<file path="config.mk">
export PLATFORM = sky130hd
export DESIGN_NAME = nvm_host
export DESIGN_NICKNAME = d
export VERILOG_FILES = /design/src/design/nvm_pkg.sv /design/src/design/nvm_host.sv /design/src/design/nvm_seq_rom.sv
export SDC_FILE = /design/constraint.sdc
export NUM_CORES = 1
export LEC_CHECK = 0
export BUFFER_PORTS_ARGS = -buffer_cell sky130_fd_sc_hd__buf_2
export CAP_MARGIN = 25
export CORE_MARGIN = 2
export CORE_UTILIZATION = 30
export CTS_BUF_LIST = sky130_fd_sc_hd__clkbuf_8
export CTS_CLUSTER_DIAMETER = 60
export DETAILED_ROUTE_END_ITERATION = 16
export GPL_TIMING_DRIVEN = 0
export PLACE_DENSITY_LB_ADDON = 0.1
export SKIP_CTS_REPAIR_TIMING = 1
export SLEW_MARGIN = 15
export SYNTH_ARGS = -nofsm -noshare
export SYNTH_HDL_FRONTEND = slang
export SYNTH_SLANG_ARGS = --single-unit
</file>
<file path="constraint.sdc">
create_clock -name core_clk -period 2.9 [get_ports core_clk]
set_clock_uncertainty 0.2 [all_clocks]
set_input_delay 0.58 -clock core_clk [delete_from_list [all_inputs] [get_ports core_clk]]
set_output_delay 0.58 -clock core_clk [all_outputs]
set_load 0.005 [all_outputs]
</file>
<file path="src/design/nvm_pkg.sv">
// Package for the host-side controller of an 8K x 8 nonvolatile SRAM.
// Assumes a single 40 MHz clock; all pin timing is counted in its cycles.
package nvm_pkg;
    // ==========================================================
    // Clock and timing
    // ==========================================================
    // Clock period in picoseconds (40 MHz).
    localparam int CLK_PERIOD_PS = 25000;
    // Least access time for the slowest grade, in ns.
    localparam int ACCESS_NS = 55;
    // Access strobe length in cycles, rounded up, at least one.
    localparam int ACCESS_CYC = ((ACCESS_NS * 1000 + CLK_PERIOD_PS - 1) / CLK_PERIOD_PS) < 1 ?
        1 : ((ACCESS_NS * 1000 + CLK_PERIOD_PS - 1) / CLK_PERIOD_PS);
    // Least deselect gap between accesses in ns.
    localparam int GAP_NS = 25;
    localparam int GAP_CYC = ((GAP_NS * 1000 + CLK_PERIOD_PS - 1) / CLK_PERIOD_PS) < 1 ?
        1 : ((GAP_NS * 1000 + CLK_PERIOD_PS - 1) / CLK_PERIOD_PS);
    // Least hardware store pulse width in ns.
    localparam int HSTORE_PULSE_NS = 15;
    localparam int HSTORE_PULSE_CYC =
        ((HSTORE_PULSE_NS * 1000 + CLK_PERIOD_PS - 1) / CLK_PERIOD_PS) < 1 ?
        1 : ((HSTORE_PULSE_NS * 1000 + CLK_PERIOD_PS - 1) / CLK_PERIOD_PS);
    // Width of the strobe counter.
    localparam int CNT_W = 8;

    // ==========================================================
    // Bus widths and sequence addresses
    // ==========================================================
    localparam int ADDR_W = 13;
    localparam int DATA_W = 8;
    localparam int SEQ_LEN = 6;
    localparam logic [ADDR_W-1:0] SEQ_A0 = 13'h0000;
    localparam logic [ADDR_W-1:0] SEQ_A1 = 13'h1555;
    localparam logic [ADDR_W-1:0] SEQ_A2 = 13'h0AAA;
    localparam logic [ADDR_W-1:0] SEQ_A3 = 13'h1FFF;
    localparam logic [ADDR_W-1:0] SEQ_A4 = 13'h10F0;
    localparam logic [ADDR_W-1:0] SEQ_STORE = 13'h0F0F;
    localparam logic [ADDR_W-1:0] SEQ_RECALL = 13'h0F0E;

    // ==========================================================
    // Commands and states
    // ==========================================================
    typedef enum logic [2:0] {
        NVM_CMD_READ, NVM_CMD_WRITE, NVM_CMD_SW_STORE, NVM_CMD_SW_RECALL, NVM_CMD_HW_STORE
    } nvm_cmd_e;

    typedef enum logic [2:0] {
        NVM_ST_IDLE, NVM_ST_SETUP, NVM_ST_STROBE, NVM_ST_GAP, NVM_ST_HSTORE
    } nvm_state_e;

    // Pin bundle toward the memory.
    typedef struct packed {
        logic chip_en_n;
        logic write_en_n;
        logic out_en_n;
        logic hw_store_busy_n_o;
        logic hw_store_busy_n_oe;
        logic [ADDR_W-1:0] addr_in;
        logic [DATA_W-1:0] data_o;
        logic data_oe;
    } nvm_pins_s;
endpackage

</file>
<file path="src/design/nvm_host.sv">
// Host controller that drives the asynchronous nonvolatile SRAM pins.
// Assumes pin inputs are synchronous to core_clk and the memory needs no clock.
`timescale 1ns/100ps
`default_nettype none
module nvm_host import nvm_pkg::*; (
    // Clock and reset.
    input wire logic core_clk,
    input wire logic rst,
    // User command port.
    input wire logic cmd_valid,
    input wire nvm_cmd_e cmd_op,
    input wire logic [ADDR_W-1:0] cmd_addr,
    input wire logic [DATA_W-1:0] cmd_wdata,
    output logic cmd_ready,
    output logic rsp_valid,
    output logic [DATA_W-1:0] rsp_rdata,
    // Memory pins.
    output logic chip_en_n,
    output logic write_en_n,
    output logic out_en_n,
    output logic [ADDR_W-1:0] addr_in,
    output logic [DATA_W-1:0] data_io_o,
    output logic data_io_oe,
    input wire logic [DATA_W-1:0] data_io_i,
    output logic hw_store_busy_n_o,
    output logic hw_store_busy_n_oe,
    input wire logic hw_store_busy_n_i
);
    // ==========================================================
    // State
    // ==========================================================
    // Whole controller state held in one packed record.
    typedef struct packed {
        nvm_state_e st;
        nvm_cmd_e op;
        logic [2:0] seq_idx;
        logic [CNT_W-1:0] cnt;
        logic [DATA_W-1:0] wdata;
        logic [DATA_W-1:0] rdata;
        logic rsp;
        logic ready;
        nvm_pins_s pins;
    } nvm_host_s;

    nvm_host_s cur_q; // Registered state.
    nvm_host_s nxt_d; // Next state.
    logic [ADDR_W-1:0] seq_addr; // Address of the next sequence step.

    // Sequence address table.
    // It looks one step ahead so the next address is set up while the chip is deselected.
    nvm_seq_rom u_rom (
        .idx(cur_q.seq_idx + 3'h1),
        .recall(cur_q.op == NVM_CMD_SW_RECALL),
        .addr(seq_addr)
    );

    // Returns the pins in their idle, deselected form.
    function automatic nvm_pins_s idle_pins(input logic [ADDR_W-1:0] a);
        nvm_pins_s p;
        p.chip_en_n = 1'b1; // Deselected so the device ignores everything else.
        p.write_en_n = 1'b1;
        p.out_en_n = 1'b1;
        p.hw_store_busy_n_o = 1'b1;
        p.hw_store_busy_n_oe = 1'b0; // Line released; the device or a pull-up holds it.
        p.addr_in = a;
        p.data_o = '0;
        p.data_oe = 1'b0;
        return p;
    endfunction

    // Tells whether the command is a software sequence.
    function automatic logic is_seq(input nvm_cmd_e c);
        return (c == NVM_CMD_SW_STORE) || (c == NVM_CMD_SW_RECALL);
    endfunction

    // ==========================================================
    // Next-state logic
    // ==========================================================
    // Address is set up one cycle with the chip deselected, then strobed.
    always_comb begin
        nxt_d = cur_q;
        nxt_d.rsp = 1'b0;
        case (cur_q.st)
            NVM_ST_IDLE: begin
                nxt_d.ready = 1'b1;
                if (cmd_valid && cur_q.ready) begin
                    nxt_d.ready = 1'b0;
                    nxt_d.op = cmd_op;
                    nxt_d.wdata = cmd_wdata;
                    // Every sequence starts over from its first address, after any stray access.
                    nxt_d.seq_idx = '0;
                    nxt_d.cnt = '0;
                    if (cmd_op == NVM_CMD_HW_STORE) begin
                        // Pull the busy line low to request a store.
                        nxt_d.pins.hw_store_busy_n_o = 1'b0;
                        nxt_d.pins.hw_store_busy_n_oe = 1'b1;
                        nxt_d.st = NVM_ST_HSTORE;
                    end else begin
                        nxt_d.pins.addr_in = is_seq(cmd_op) ? SEQ_A0 : cmd_addr;
                        nxt_d.st = NVM_ST_SETUP;
                    end
                end
            end
            NVM_ST_SETUP: begin
                // Address is stable now; frame the access with chip-enable.
                nxt_d.pins.chip_en_n = 1'b0;
                nxt_d.pins.hw_store_busy_n_oe = 1'b0;
                if (cur_q.op == NVM_CMD_WRITE) begin
                    // Write-enable falls with chip-enable and output-enable stays high,
                    // so the device never drives the shared data lines.
                    nxt_d.pins.write_en_n = 1'b0;
                    nxt_d.pins.out_en_n = 1'b1;
                    nxt_d.pins.data_o = cur_q.wdata;
                    nxt_d.pins.data_oe = 1'b1;
                end else begin
                    // Every other access is a read; write-enable stays high.
                    nxt_d.pins.write_en_n = 1'b1;
                    nxt_d.pins.out_en_n = 1'b0;
                    nxt_d.pins.data_oe = 1'b0;
                end
                nxt_d.cnt = '0;
                nxt_d.st = NVM_ST_STROBE;
            end
            NVM_ST_STROBE: begin
                if (cur_q.cnt == CNT_W'(ACCESS_CYC - 1)) begin
                    // Sample read data just before the strobe ends.
                    nxt_d.rdata = data_io_i;
                    nxt_d.pins = idle_pins(cur_q.pins.addr_in);
                    nxt_d.cnt = '0;
                    nxt_d.st = NVM_ST_GAP;
                end else begin
                    nxt_d.cnt = cur_q.cnt + CNT_W'(1);
                end
            end
            NVM_ST_GAP: begin
                // Chip stays deselected for the least cycle time gap.
                if (cur_q.cnt == CNT_W'(GAP_CYC - 1)) begin
                    nxt_d.cnt = '0;
                    if (is_seq(cur_q.op) && cur_q.seq_idx != 3'(SEQ_LEN - 1)) begin
                        // Next address of the sequence, strictly in order, no writes between.
                        nxt_d.seq_idx = cur_q.seq_idx + 3'h1;
                        nxt_d.pins.addr_in = seq_addr;
                        nxt_d.st = NVM_ST_SETUP;
                    end else begin
                        // Sixth access floats data, so a sequence returns no data.
                        nxt_d.rsp = 1'b1;
                        nxt_d.st = NVM_ST_IDLE;
                    end
                end else begin
                    nxt_d.cnt = cur_q.cnt + CNT_W'(1);
                end
            end
            NVM_ST_HSTORE: begin
                // Hold the request one cycle past the least pulse width, then release the line
                // and wait until the device lets it rise again. No access is made
                // meanwhile since the device blocks everything until then.
                if (cur_q.cnt != CNT_W'(HSTORE_PULSE_CYC)) begin
                    nxt_d.cnt = cur_q.cnt + CNT_W'(1);
                end else begin
                    nxt_d.pins.hw_store_busy_n_oe = 1'b0;
                    nxt_d.pins.hw_store_busy_n_o = 1'b1;
                    if (!cur_q.pins.hw_store_busy_n_oe && hw_store_busy_n_i) begin
                        // The device stores or skips on its own; the host waits alike for both.
                        nxt_d.rsp = 1'b1;
                        nxt_d.st = NVM_ST_IDLE;
                    end
                end
            end
            default: begin
                nxt_d.st = NVM_ST_IDLE;
            end
        endcase
    end

    // ==========================================================
    // State register
    // ==========================================================
    // Synchronous reset puts the memory in the deselected state.
    always_ff @(posedge core_clk) begin
        if (rst) begin
            cur_q <= '0;
            cur_q.st <= NVM_ST_IDLE;
            cur_q.op <= NVM_CMD_READ;
            cur_q.pins <= idle_pins('0);
        end else begin
            cur_q <= nxt_d;
        end
    end

    // ==========================================================
    // Outputs, all straight from the state register
    // ==========================================================
    assign cmd_ready = cur_q.ready;
    assign rsp_valid = cur_q.rsp;
    assign rsp_rdata = cur_q.rdata;
    assign chip_en_n = cur_q.pins.chip_en_n;
    assign write_en_n = cur_q.pins.write_en_n;
    assign out_en_n = cur_q.pins.out_en_n;
    assign addr_in = cur_q.pins.addr_in;
    assign data_io_o = cur_q.pins.data_o;
    assign data_io_oe = cur_q.pins.data_oe;
    assign hw_store_busy_n_o = cur_q.pins.hw_store_busy_n_o;
    assign hw_store_busy_n_oe = cur_q.pins.hw_store_busy_n_oe;
endmodule
`default_nettype wire

</file>
<file path="src/design/nvm_seq_rom.sv">
// Sequence address lookup for the software store and recall commands.
// Assumes the index stays below the sequence length.
`timescale 1ns/100ps
`default_nettype none
module nvm_seq_rom import nvm_pkg::*; (
    // Selection.
    input wire logic [2:0] idx,
    input wire logic recall,
    // Address out.
    output logic [ADDR_W-1:0] addr
);
    // ==========================================================
    // Lookup
    // ==========================================================
    // Only the last entry differs between store and recall.
    always_comb begin
        case (idx)
            3'h0: addr = SEQ_A0;
            3'h1: addr = SEQ_A1;
            3'h2: addr = SEQ_A2;
            3'h3: addr = SEQ_A3;
            3'h4: addr = SEQ_A4;
            default: addr = recall ? SEQ_RECALL : SEQ_STORE;
        endcase
    end
endmodule
`default_nettype wire

</file>
# == After elaboration in Yosys (flattened, before gate mapping) ==
# Cells that the tools add are included.
# word_totals
register_bits,62
output_inout_bits,37
elab_cells,109
# op_classes
reduce_logical,24
bitwise,1
eq_ne,27
n_addsub,2
muxes,39
# ops
operator,count
$pmux 13 s5,1
$mux 13,4
$pmux 8 s5,1
$pmux 13 s3,1
$mux 8,4
$mux 27,1
$mux 25,1
$eq 3x2->1 const B,8
$mux 3,7
$ne 2x2->1 const B,10
$pmux 9 s2,1
$mux 15,1
$pmux 3 s5,1
$reduce_and 5->1,3
$pmux 3 s2,2
$eq 3x1->1 const B,3
$eq 3x3->1 const B,3
$add 8x1->8 const B,1
$eq 8x2->1 const B,1
$logic_not 8->1,1
$mux 1,8
$ne 8x1->1 const B,1
$logic_not 3->1,2
$mux 2,3
other kinds (17),24

# == Depth between registers and ports, before layout ==
# Gate-level depths: netlist of run 1.
# logic_depth
word_depth,6
depth_mapped,8

# == Hierarchy ==
# Synthesis of run 1 repeated with hierarchy kept, for this count alone.
# unflattened
cells_unflattened,407
area_unflattened_um2,3244.4
# modules_own_cells
module,cells_per_inst,n_inst,area_each_um2,seq_area_each_um2
nvm_host,390,1,3134.3,1241.2
nvm_seq_rom,17,1,110.1,0.0

# == Worst setup path before layout of run 1 ==
# No wires, ideal clock.
# synth_timing
path_kind,register -> register
start,register cur_q[53] (netlist name)
end,register cur_q (netlist bit addr_in[0])
period_less_slack_ps,2004
required_ps,2564
setup_time_ps,136
stages_incl_launch_ff,7
arrival_time_ps,1667
slack_ps,896
path_cell_list,dfxtp_1 ha_1 xor2_1 nor2_1 or4b_1 a32oi_1 a211oi_1
# synth_via
elab_chain_cells,6
elab_cells_between_ends,14
# synth_rtl
item,line,text
from (decl),nvm_host.sv:45,nvm_host_s cur_q;
from (signal assigned),nvm_host.sv:186,cur_q <= nxt_d;
$add 3x1->3,nvm_host.sv:52,".idx(cur_q.seq_idx + 3'h1),"
$eq 3x3->1 (tied with other cells),nvm_seq_rom.sv:17,case (idx)
$pmux 13 s5,nvm_seq_rom.sv:17,
$mux 13,nvm_host.sv:139,if (is_seq(cur_q.op) && cur_q.seq_idx != 3'(SEQ_LEN - 1)) begin
$mux 13,nvm_host.sv:137,if (cur_q.cnt == CNT_W'(GAP_CYC - 1)) begin
$pmux 13 s3,nvm_host.sv:83,case (cur_q.st)
# Parallel ways exist; a longest one is shown, timed or not. The select of a mux whose other input is x is not followed.
# A chain may end at the register's enable or synchronous reset.

# == Worst setup path after layout of run 1 ==
# Ends and elaborated chain as after synthesis.

==> results.json, run 1 <==
{
  "yosysUniqueCellTypes": 52,
  "ios": 73,
  "crit_family": "simple AND/OR/NAND/NOR gates",
  "period_share_pct": 76.3,
  "synth_compound_area_share_pct": 20.4,
  "max-clock-path-buffers": 2,
  "synthCells": 355,
  "grt_pass1_vias": 2602,
  "synth_edf_count": 0,
  "synth.top_cell.area_share_pct": 40.5,
  "routed-via-count": 2705,
  "dpl.hpwl_um": 5690,
  "syn_area_um2": 3060,
  "clk_pin_slew_ns": 0.07,
  "antenna_found_initial": 0,
  "setup_viol": 0,
  "crit_chain": "ha_1 -> xor2_1 -> nor2_1 -> or4b_1 -> a32oi_1 -> a211oi_1",
  "wl_per_cell_um": 13.5,
  "rsz0062_at_grt": "false",
  "ys_warn_count": 0,
  "syn-num-nets": 400,
  "grt.overflow.total": 0,
  "start_kind": "flip-flop",
  "netlist_top_cells_count": "dfxtp_1 (62), nand2_1 (40), a21oi_1 (38)",
  "holdWs_ns": 0.257,
  "path_class": "flip-flop to flip-flop",
  "worst-r2r-setup-slack_ns": 0.69,
  "synth_area_leaders": "dfxtp_1 (41%), buf_4 (7.8%), a21oi_1 (6.2%)",
  "worstSkewPairLatency_ns": 0.33,
  "ys.flop_type": "dfxtp_1",
  "slew_headroom_pct": 40.3,
  "cp_max_fo": 7,
  "yosysMostFrequentCell": "dfxtp_1",
  "initial_utilization_pct": 31.1,
  "die_w_um": 105,
  "synthXorXnorAreaFrac_pct": 2.57,
  "h-tree-depth": 3,
  "antenna_cells": 0,
  "layout-drive-gt1-share_pct": 31.0,
  "avgViaCountPerCell": 4.70,
  "grt_use_total_pct": 14.7,
  "drv_slew": 0,
  "firstDrtPassIters": 4,
  "final_util_pct": 38.2,
  "synthMuxAreaShare_pct": 2.94,
  "portBuffers": 71,
  "crit_path_end_kind": "flip-flop",
  "cts-root-buf": "clkbuf_8",
  "core_um2": 9860,
  "critPathSlowestCell": "or4b_1",
  "status": "finished, final reports clean",
  "power.density_nw_per_um2": 546,
  "area_growth_pct": 23.0,
  "slowest_delay_ns": 0.49,
  "ant_nets": 0,
  "final.setup.tns_ns": 0,
  "cts_buffers": 9,
  "grt_max_degree": 11,
  "cts_tree": "yes",
  "drt_wl_total_um": 7750,
  "die_area_um2": 11000,
  "yosysSeqAreaShare_pct": 40.5,
  "fp-row-count": 36,
  "cap_violations": 0,
  "cts.sinks": 62,
  "synth_top_family_by_area": "compound AO/OA/AOI/OAI gates",
  "drc_errors": 0,
  "cp.required_ns": 2.89,
  "synthAdderAreaFrac_pct": 3.68,
  "nets": 482,
  "finalHoldViolCount": 0,
  "syn_area_per_cell_um2": 8.63,
  "die_h_um": 105,
  "synth_top_area_cell": "dfxtp_1",
  "timing.fmax_mhz": 452,
  "synth-simple-area-share_pct": 19.2,
  "max-vdd-ir-drop_v": 0.000244,
  "synth-async-reset-ratio_pct": 0,
  "period_minus_slack_ns": 2.21,
  "critPathBufInv": 0,
  "critical_path_arrival_ns": 2.20,
  "gp_congestion": 0.798,
  "drt_iter0_drc": 146,
  "yosys_register_bits": 62,
  "leakagePower_nw": 1.69,
  "grt_pass1_wl_um": 12900,
  "hold_path.class": "flip-flop to flip-flop",
  "worstMarginPinSlew_ns": 0.892
}
-- routing by layer --
layer / part of all wire (%) / track usage, % / wire, µm
met5: 0 / 0 / 0
met4: 2.0 / 6.10 / 155
met3: 5.7 / 3.99 / 441
met2: 45 / 23.0 / 3460
met1: 48 / 19.1 / 3690
-- cells in the final DEF, fill, tap and decap left out, types with 2 or more instances in the layout --
master / Yosys / layout
buf_2: 4 / 75
dfxtp_1: 62 / 62
nand2_1: 40 / 40
a21oi_1: 38 / 38
nor2_1: 36 / 36
buf_4: 32 / 32
inv_1: 9 / 12
nor3_1: 9 / 9
clkbuf_1: 9 / 9
mux2i_1: 9 / 9
o21ai_1: 9 / 9
ha_1: 9 / 9
clkbuf_8: 0 / 9
nand3_1: 8 / 8
a22oi_1: 8 / 8
xor2_1: 7 / 7
o2bb2ai_1: 5 / 5
nor2b_1: 4 / 4
a211oi_2: 4 / 4
a31oi_1: 3 / 3
and2_1: 3 / 3
o2111ai_1: 3 / 3
o21ai_0: 3 / 3
a311oi_1: 3 / 3
nand2b_1: 2 / 2
a21oi_2: 2 / 2
a21o_1: 2 / 2
and3_1: 2 / 2
o21ai_2: 2 / 2
nor2_4: 2 / 2
xnor2_1: 2 / 2
o22ai_1: 2 / 2
a32oi_1: 2 / 2
clkinv_2: 0 / 2
-- cell families (layout without fill, tap and decap cells) --
logic type	Yosys count	count (layout)
simple gates	119	119
compound gates	93	93
flops	62	62
buf+inv	54	141
fa+ha+maj	9	9
xor+xnor	9	9
mux	9	9
-- cell type report --
class                   instances  area, µm²
plain buffers                  45        294
clock buffers                   9        124
clock inverters                 7       58.8
fillers                      1033       6100
inverters                       9       33.8
multi-input cells             239       1490
flip-flops and latches         62       1240
well taps                     133        166
repair buffers                 71        355
-- power by group --
part	internal [W]	switching, W
combinational	0.000167	0.000231
sequential	0.000904	0.0000355
clock	0.000385	0.000334
total	0.00146	0.000600
-- path summary, 6_finish.rpt --
kind,from,cells past startpoint,end
max reg2reg,cur_q[53],6,addr_in[0]
min reg2reg,cur_q[38],2,cur_q[38]
max,cur_q[53],6,addr_in[0]
min,cur_q[38],2,cur_q[38]
-- registers in the layout (all words and copies together), names as in the netlist --
register / flops
rsp_rdata: 8
out_en_n: 1
hw_store_busy_n_o: 1
cmd_ready: 1
addr_in: 13
hw_store_busy_n_oe: 1
chip_en_n: 1
write_en_n: 1
rsp_valid: 1
data_io_oe: 1
data_io_o: 8
cur_q: 25
-- worst reg2reg max path: cells and delay by family (launching register included) --
kind	cells	cell delay [ns]
flip-flops	1	0.45
AO/OA/AOI/OAI	2	0.30
adder cells (fa/ha/maj)	1	0.29
AND/OR/NAND/NOR	2	0.58
XOR/XNOR	1	0.24
-- per-stage QoR --
step | total power (W) | instances | worst slack, ns | cell area (µm²)
finish | 0.00206 | 575 | 0.687 | 3770
global route | 0.00218 | 575 | 0.512 | 3770
CTS | 0.00209 | 575 | 0.670 | 3770
detailed placement | 0.00136 | 559 | 0.551 | 3580
global placement | 0.00136 | 559 | 0.549 | 3580
floorplan | 0.00123 | 355 | 0.896 | 3060
(Power assumes the default switching activity.)
==> inputs of run 2 (changes only) <==
- ABC_AREA: default -> 1
- clock period: 2.9 -> 1.81 ns (I/O delays scaled with it)
==> run 2 against run 1 <==
Utilization increased by 2.0 points; clock-buffer cell count increased by 1; cell count increased by 22%; largest cell class unchanged; largest power group unchanged.
==> results.json, run 2 <==
{
  "leakagePower_nw": 1.98,
  "crit_path_end": "addr_in[0]",
  "grt_pass1_wl_um": 13700,
  "reg2regPathDepth": 10,
  "firstDrtPassIters": 4,
  "regMostFlops": "cur_q",
  "nets": 608,
  "finalHoldViolCount": 0,
  "power_frac_comb_pct": 36.9,
  "synthAdderAreaFrac_pct": 3.82,
  "synth-simple-area-share_pct": 30.3,
  "initial_utilization_pct": 31.0,
  "slew_headroom_pct": 62.1,
  "cts.sinks": 62,
  "crit_start": "cur_q[46]",
  "nFillCells": 1132,
  "dpl.hpwl_um": 6250,
  "antenna_cells": 0,
  "die_w_um": 107,
  "routed-via-count": 3198,
  "grt_use_total_pct": 15.0,
  "hold_path.class": "input pin to flip-flop",
  "cp_max_fo": 10,
  "cp.required_ns": 1.85,
  "worstSkewPairLatency_ns": 0.35,
  "h-tree-depth": 3,
  "timing.rr.start": "cur_q[46]",
  "fp-row-count": 37,
  "synth_area_leaders": "dfxtp_1 (39%), nand2_1 (12%), nor2_1 (8.1%)",
  "yosysUniqueCellTypes": 25,
  "synthMuxAreaShare_pct": 0,
  "ys_warn_count": 0,
  "internal_power_w": 0.00287,
  "syn-num-nets": 517,
  "synth_compound_area_share_pct": 12.5,
  "rr_endpoint": "addr_in[0]",
  "timing.fmax_mhz": 571,
  "die_h_um": 107,
  "start_kind": "flip-flop",
  "max-clock-path-buffers": 2,
  "yosysMostFrequentCell": "nand2_1",
  "netlist_top_cells_count": "nand2_1 (106), nor2_1 (69), dfxtp_1 (62)",
  "core_um2": 10400,
  "dp.cells": 680,
  "synth_top_area_cell": "dfxtp_1",
  "grt_max_degree": 13,
  "synth-async-reset-ratio_pct": 0,
  "area_growth_pct": 29.6,
  "power.density_nw_per_um2": 1100,
  "ys.flop_type": "dfxtp_1",
  "portBuffers": 72,
  "cap_violations": 0,
  "crit_path_end_kind": "flip-flop",
  "cts_buffers": 9,
  "synthCells": 472,
  "status": "finished, final reports clean",
  "grt.overflow.total": 0,
  "crit_chain": "inv_1 -> ha_1 -> nand2_2 -> nor2_4 -> nor2_4 -> nor2_4 -> buf_6 -> nand3_1 -> a21oi_1 -> nor2_1",
  "synth_top_family_by_area": "simple AND/OR/NAND/NOR gates",
  "ios": 73,
  "grt_pass1_vias": 2899,
  "synth_edf_count": 0,
  "seqCellArea_um2": 1260,
  "synthXorXnorAreaFrac_pct": 0.273,
  "p_seq_share_pct": 38.0,
  "cts_tree": "yes",
  "crit_top_cell": "nor2_4",
  "cts-root-buf": "clkbuf_8",
  "drt_iter0_drc": 139,
  "period_share_pct": 96.7,
  "drt_wl_total_um": 8610,
  "antenna_found_initial": 0,
  "rsz0062_at_grt": "true",
  "worstMarginPinSlew_ns": 0.568,
  "max-vdd-ir-drop_v": 0.000376,
  "drc_errors": 0,
  "critPathSlowestCell": "dfxtp_4",
  "layout_common_cells": "nand2_1 (93), buf_2 (75), nor2_1 (63)",
  "wl_per_cell_um": 12.2,
  "yosysSeqAreaShare_pct": 38.6,
  "ant_nets": 0,
  "avgViaCountPerCell": 4.54,
  "final_common_cell": "nand2_1",
  "syn_area_per_cell_um2": 6.80,
  "clk_pin_slew_ns": 0.08,
  "period_minus_slack_ns": 1.75,
  "largest_register_ffs": 25,
  "power.share.switching_pct": 37.1,
  "synth.top_cell.area_share_pct": 38.6,
  "multi_input_area_um2": 1640,
  "slowest_delay_ns": 0.37,
  "critical_path_arrival_ns": 1.79,
  "final_util_pct": 40.2,
  "final_cells": 704,
  "gp_congestion": 0.815,
  "drv_slew": 0,
  "p_clk_share_pct": 25.1,
  "syn_area_um2": 3210,
  "setup_viol": 0,
  "path_class": "flip-flop to flip-flop",
  "yosys_register_bits": 62,
  "die_area_um2": 11500,
  "worst-r2r-setup-slack_ns": 0.06,
  "p_sw_w": 0.00169,
  "layout-drive-gt1-share_pct": 32.9
}
## run 2: per-stage QoR
stage / setup TNS (ns) / total power, W / hold WS (ns) / cell area, µm² / setup slack, ns
2_1_floorplan: 0 / 0.00275 / 0.231 / 3210 / 0.0663
5_1_grt: -0.361 / 0.00492 / 0.0259 / 4160 / -0.0430
4_1_cts: -3.83 / 0.00432 / 0.00724 / 3920 / -0.215
3_5_place_dp: -3.59 / 0.00317 / 0.258 / 3740 / -0.218
3_3_place_gp: -2.59 / 0.00315 / 0.253 / 3740 / -0.192
6_report: 0 / 0.00457 / 0.0189 / 4160 / 0.0597
## run 2: logic make-up after synthesis
group,Yosys count
and+or+nand+nor,233
buffers and inverters,89
AOI/OAI and AO/OA,77
DFF,62
adders and majority gates,10
xor gates and xnor gates,1
## run 2: worst max-delay path: cells and delay by family (launching register included)
kind            cells  cell delay [ns]
flops               1             0.37
fa+ha+maj           1             0.15
simple gates        6             0.57
compound gates      1             0.13
buf+inv             2             0.22
## run 2: layout make-up
| cell class | count | share of cell area [%] |
|---|---|---|
| Buffer | 44 | 7.51 |
| Clock buffer | 10 | 3.31 |
| Clock inverter | 6 | 1.05 |
| Inverter | 45 | 4.21 |
| Multi-Input combinational cell | 321 | 39.4 |
| Sequential cell | 62 | 30.3 |
| Tap cell | 136 | 4.09 |
| Timing Repair Buffer | 79 | 9.95 |
| Timing Repair inverter | 1 | 0.180 |
## run 2: power groups by stage
stage               logic, W  clock network [W]  registers, W
finish               0.00168            0.00115       0.00173
detailed placement   0.00143                  0       0.00174
CTS                  0.00143            0.00118       0.00171
global route         0.00192            0.00124       0.00176
global placement     0.00141                  0       0.00174
floorplan            0.00104                  0       0.00171
## run 2: routing by layer
metal / vias to the layer above / global-route usage, % / wire, µm
met5: - / 0 / 0
met4: 0 / 6.59 / 172
met3: 15 / 2.78 / 448
met2: 76 / 23.4 / 3710
met1: 1431 / 20.2 / 4280
li1: 1676 / - / -
## run 2: worst min path at each step
| stage | start | to | cells after the start |
|---|---|---|---|
| 5_1_grt | rst | cur_q[39] | 2 |
| 3_5_place_dp | cur_q[42] | cur_q[42] | 2 |
| 2_1_floorplan | rst | cur_q[39] | 1 |
| 3_3_place_gp | cur_q[37] | cur_q[37] | 2 |
| 4_1_cts | rst | cur_q[39] | 2 |
| 6_report | rst | cur_q[39] | 2 |
==> inputs of run 3 (changes only) <==
- CORE_UTILIZATION: 30 -> 51
==> run 3 against run 2 <==
Sequential share of layout area grew 0.18 points; maximum frequency shrank 1.5%; sequential power is essentially flat; critical path depth shrank 1; cell count shrank 8.4%.
==> results.json, run 3 (synthesized netlist as in run 2, its figures left out) <==
{
  "cts-root-buf": "clkbuf_8",
  "layout-drive-gt1-share_pct": 34.2,
  "ant_nets": 0,
  "worstSkewPairLatency_ns": 0.35,
  "grt_pass1_vias": 2836,
  "path_class": "flip-flop to flip-flop",
  "grt.overflow.total": 0,
  "drt_iter0_drc": 151,
  "critPathSlowestCell": "dfxtp_2",
  "regMostFlops": "cur_q",
  "hold_depth": 2,
  "grt_pass1_wl_um": 12500,
  "power.density_nw_per_um2": 1130,
  "place_ws_ns": -0.137,
  "critPathBufInv": 3,
  "nets": 610,
  "max-clock-path-buffers": 2,
  "crit_top_cell": "buf_4",
  "start_kind": "flip-flop",
  "antenna_cells": 0,
  "cts.sinks": 62,
  "antenna_found_initial": 0,
  "crit_path_end_kind": "flip-flop",
  "h-tree-depth": 3,
  "holdWs_ns": 0.00885,
  "drc_errors": 0,
  "status": "finished, final reports clean",
  "initial_utilization_pct": 53.6,
  "grt_max_degree": 13,
  "area_growth_pct": 28.7,
  "worstMarginPinSlew_ns": 0.587,
  "layout_common_cells": "nand2_1 (92), buf_2 (76), nor2_1 (61)",
  "timing.final.ws_setup_ns": 0.0331,
  "firstDrtPassIters": 4,
  "routed-via-count": 3270,
  "crit_cells": 9,
  "largest_register_ffs": 25,
  "gp_congestion": 0.972,
  "avgViaCountPerCell": 5.07,
  "setup_viol": 0,
  "cp.required_ns": 1.82,
  "cts_buffers": 9,
  "portBuffers": 72,
  "hold_path.class": "input pin to flip-flop",
  "reg2regPathDepth": 9,
  "core_um2": 5990,
  "slew_headroom_pct": 60.9,
  "clk_pin_slew_ns": 0.08,
  "drt_wl_total_um": 8030,
  "rsz0062_at_grt": "true",
  "wl_per_cell_um": 12.4,
  "period_share_pct": 98.2,
  "cp_max_fo": 10,
  "final_common_cell": "nand2_1",
  "ios": 73,
  "period_minus_slack_ns": 1.78,
  "fp-row-count": 28,
  "drv_slew": 0,
  "die_h_um": 83.4,
  "die_w_um": 83.4,
  "die_area_um2": 6950,
  "crit_chain": "inv_2 -> nand3_2 -> buf_4 -> nor2_4 -> buf_4 -> nor3_4 -> nand2_1 -> o21ai_1 -> nor2_1",
  "timing.fmax_mhz": 563,
  "leakagePower_nw": 2.01,
  "grt_use_total_pct": 22.1,
  "dpl.hpwl_um": 5520,
  "max-vdd-ir-drop_v": 0.000751,
  "crit_family": "simple AND/OR/NAND/NOR gates",
  "cap_violations": 0,
  "cts_tree": "yes",
  "finalHoldViolCount": 0,
  "slowest_delay_ns": 0.38,
  "critical_path_arrival_ns": 1.79
}
-- run 3: worst paths after layout --
path / from / end / slack [ns]
max: cur_q[61] / cur_q[54] / 0.03
min: rst / cur_q[39] / 0.009
max reg2reg: cur_q[61] / cur_q[54] / 0.03
min reg2reg: cur_q[38] / cur_q[38] / 0.27
-- run 3: report_power, final --
group          leakage (nW)  switching (W)  internal [W]  total [W]
Sequential            0.511       0.000146       0.00158    0.00172
Clock                 0.103       0.000592      0.000682    0.00127
Combinational          1.40       0.000936      0.000757    0.00169
-- run 3: per-layer routing --
| layer | part of all wire, % | GRT usage (%) | up-vias |
|---|---|---|---|
| met3 | 6.6 | 6.56 | 12 |
| met1 | 43 | 26.9 | 1471 |
| li1 | - | - | 1678 |
| met4 | 1.1 | 5.81 | 0 |
| met5 | 0 | 0 | - |
| met2 | 49 | 38.0 | 109 |
-- run 3: metrics by stage --
stage          std cells  setup TNS [ns]  cell area [µm²]  util, %  power (W)
2_1_floorplan        472               0             3210        -    0.00275
3_3_place_gp         619           -1.02             3670     61.2    0.00311
3_5_place_dp         619           -2.04             3670     61.2    0.00314
4_1_cts              635           -2.37             3870     64.6    0.00440
5_1_grt              645          -0.576             4140     69.0    0.00500
6_report             645               0             4140     69.0    0.00469
-- run 3: layout make-up --
type	count	area (µm²)
Timing Repair Buffer	82	435
Buffer	44	308
Clock inverter	6	68.8
Sequential cell	62	1260
Inverter	45	175
Multi-Input combinational cell	321	1650
Clock buffer	10	138
Tap cell	75	93.8
Fill cell	523	1860
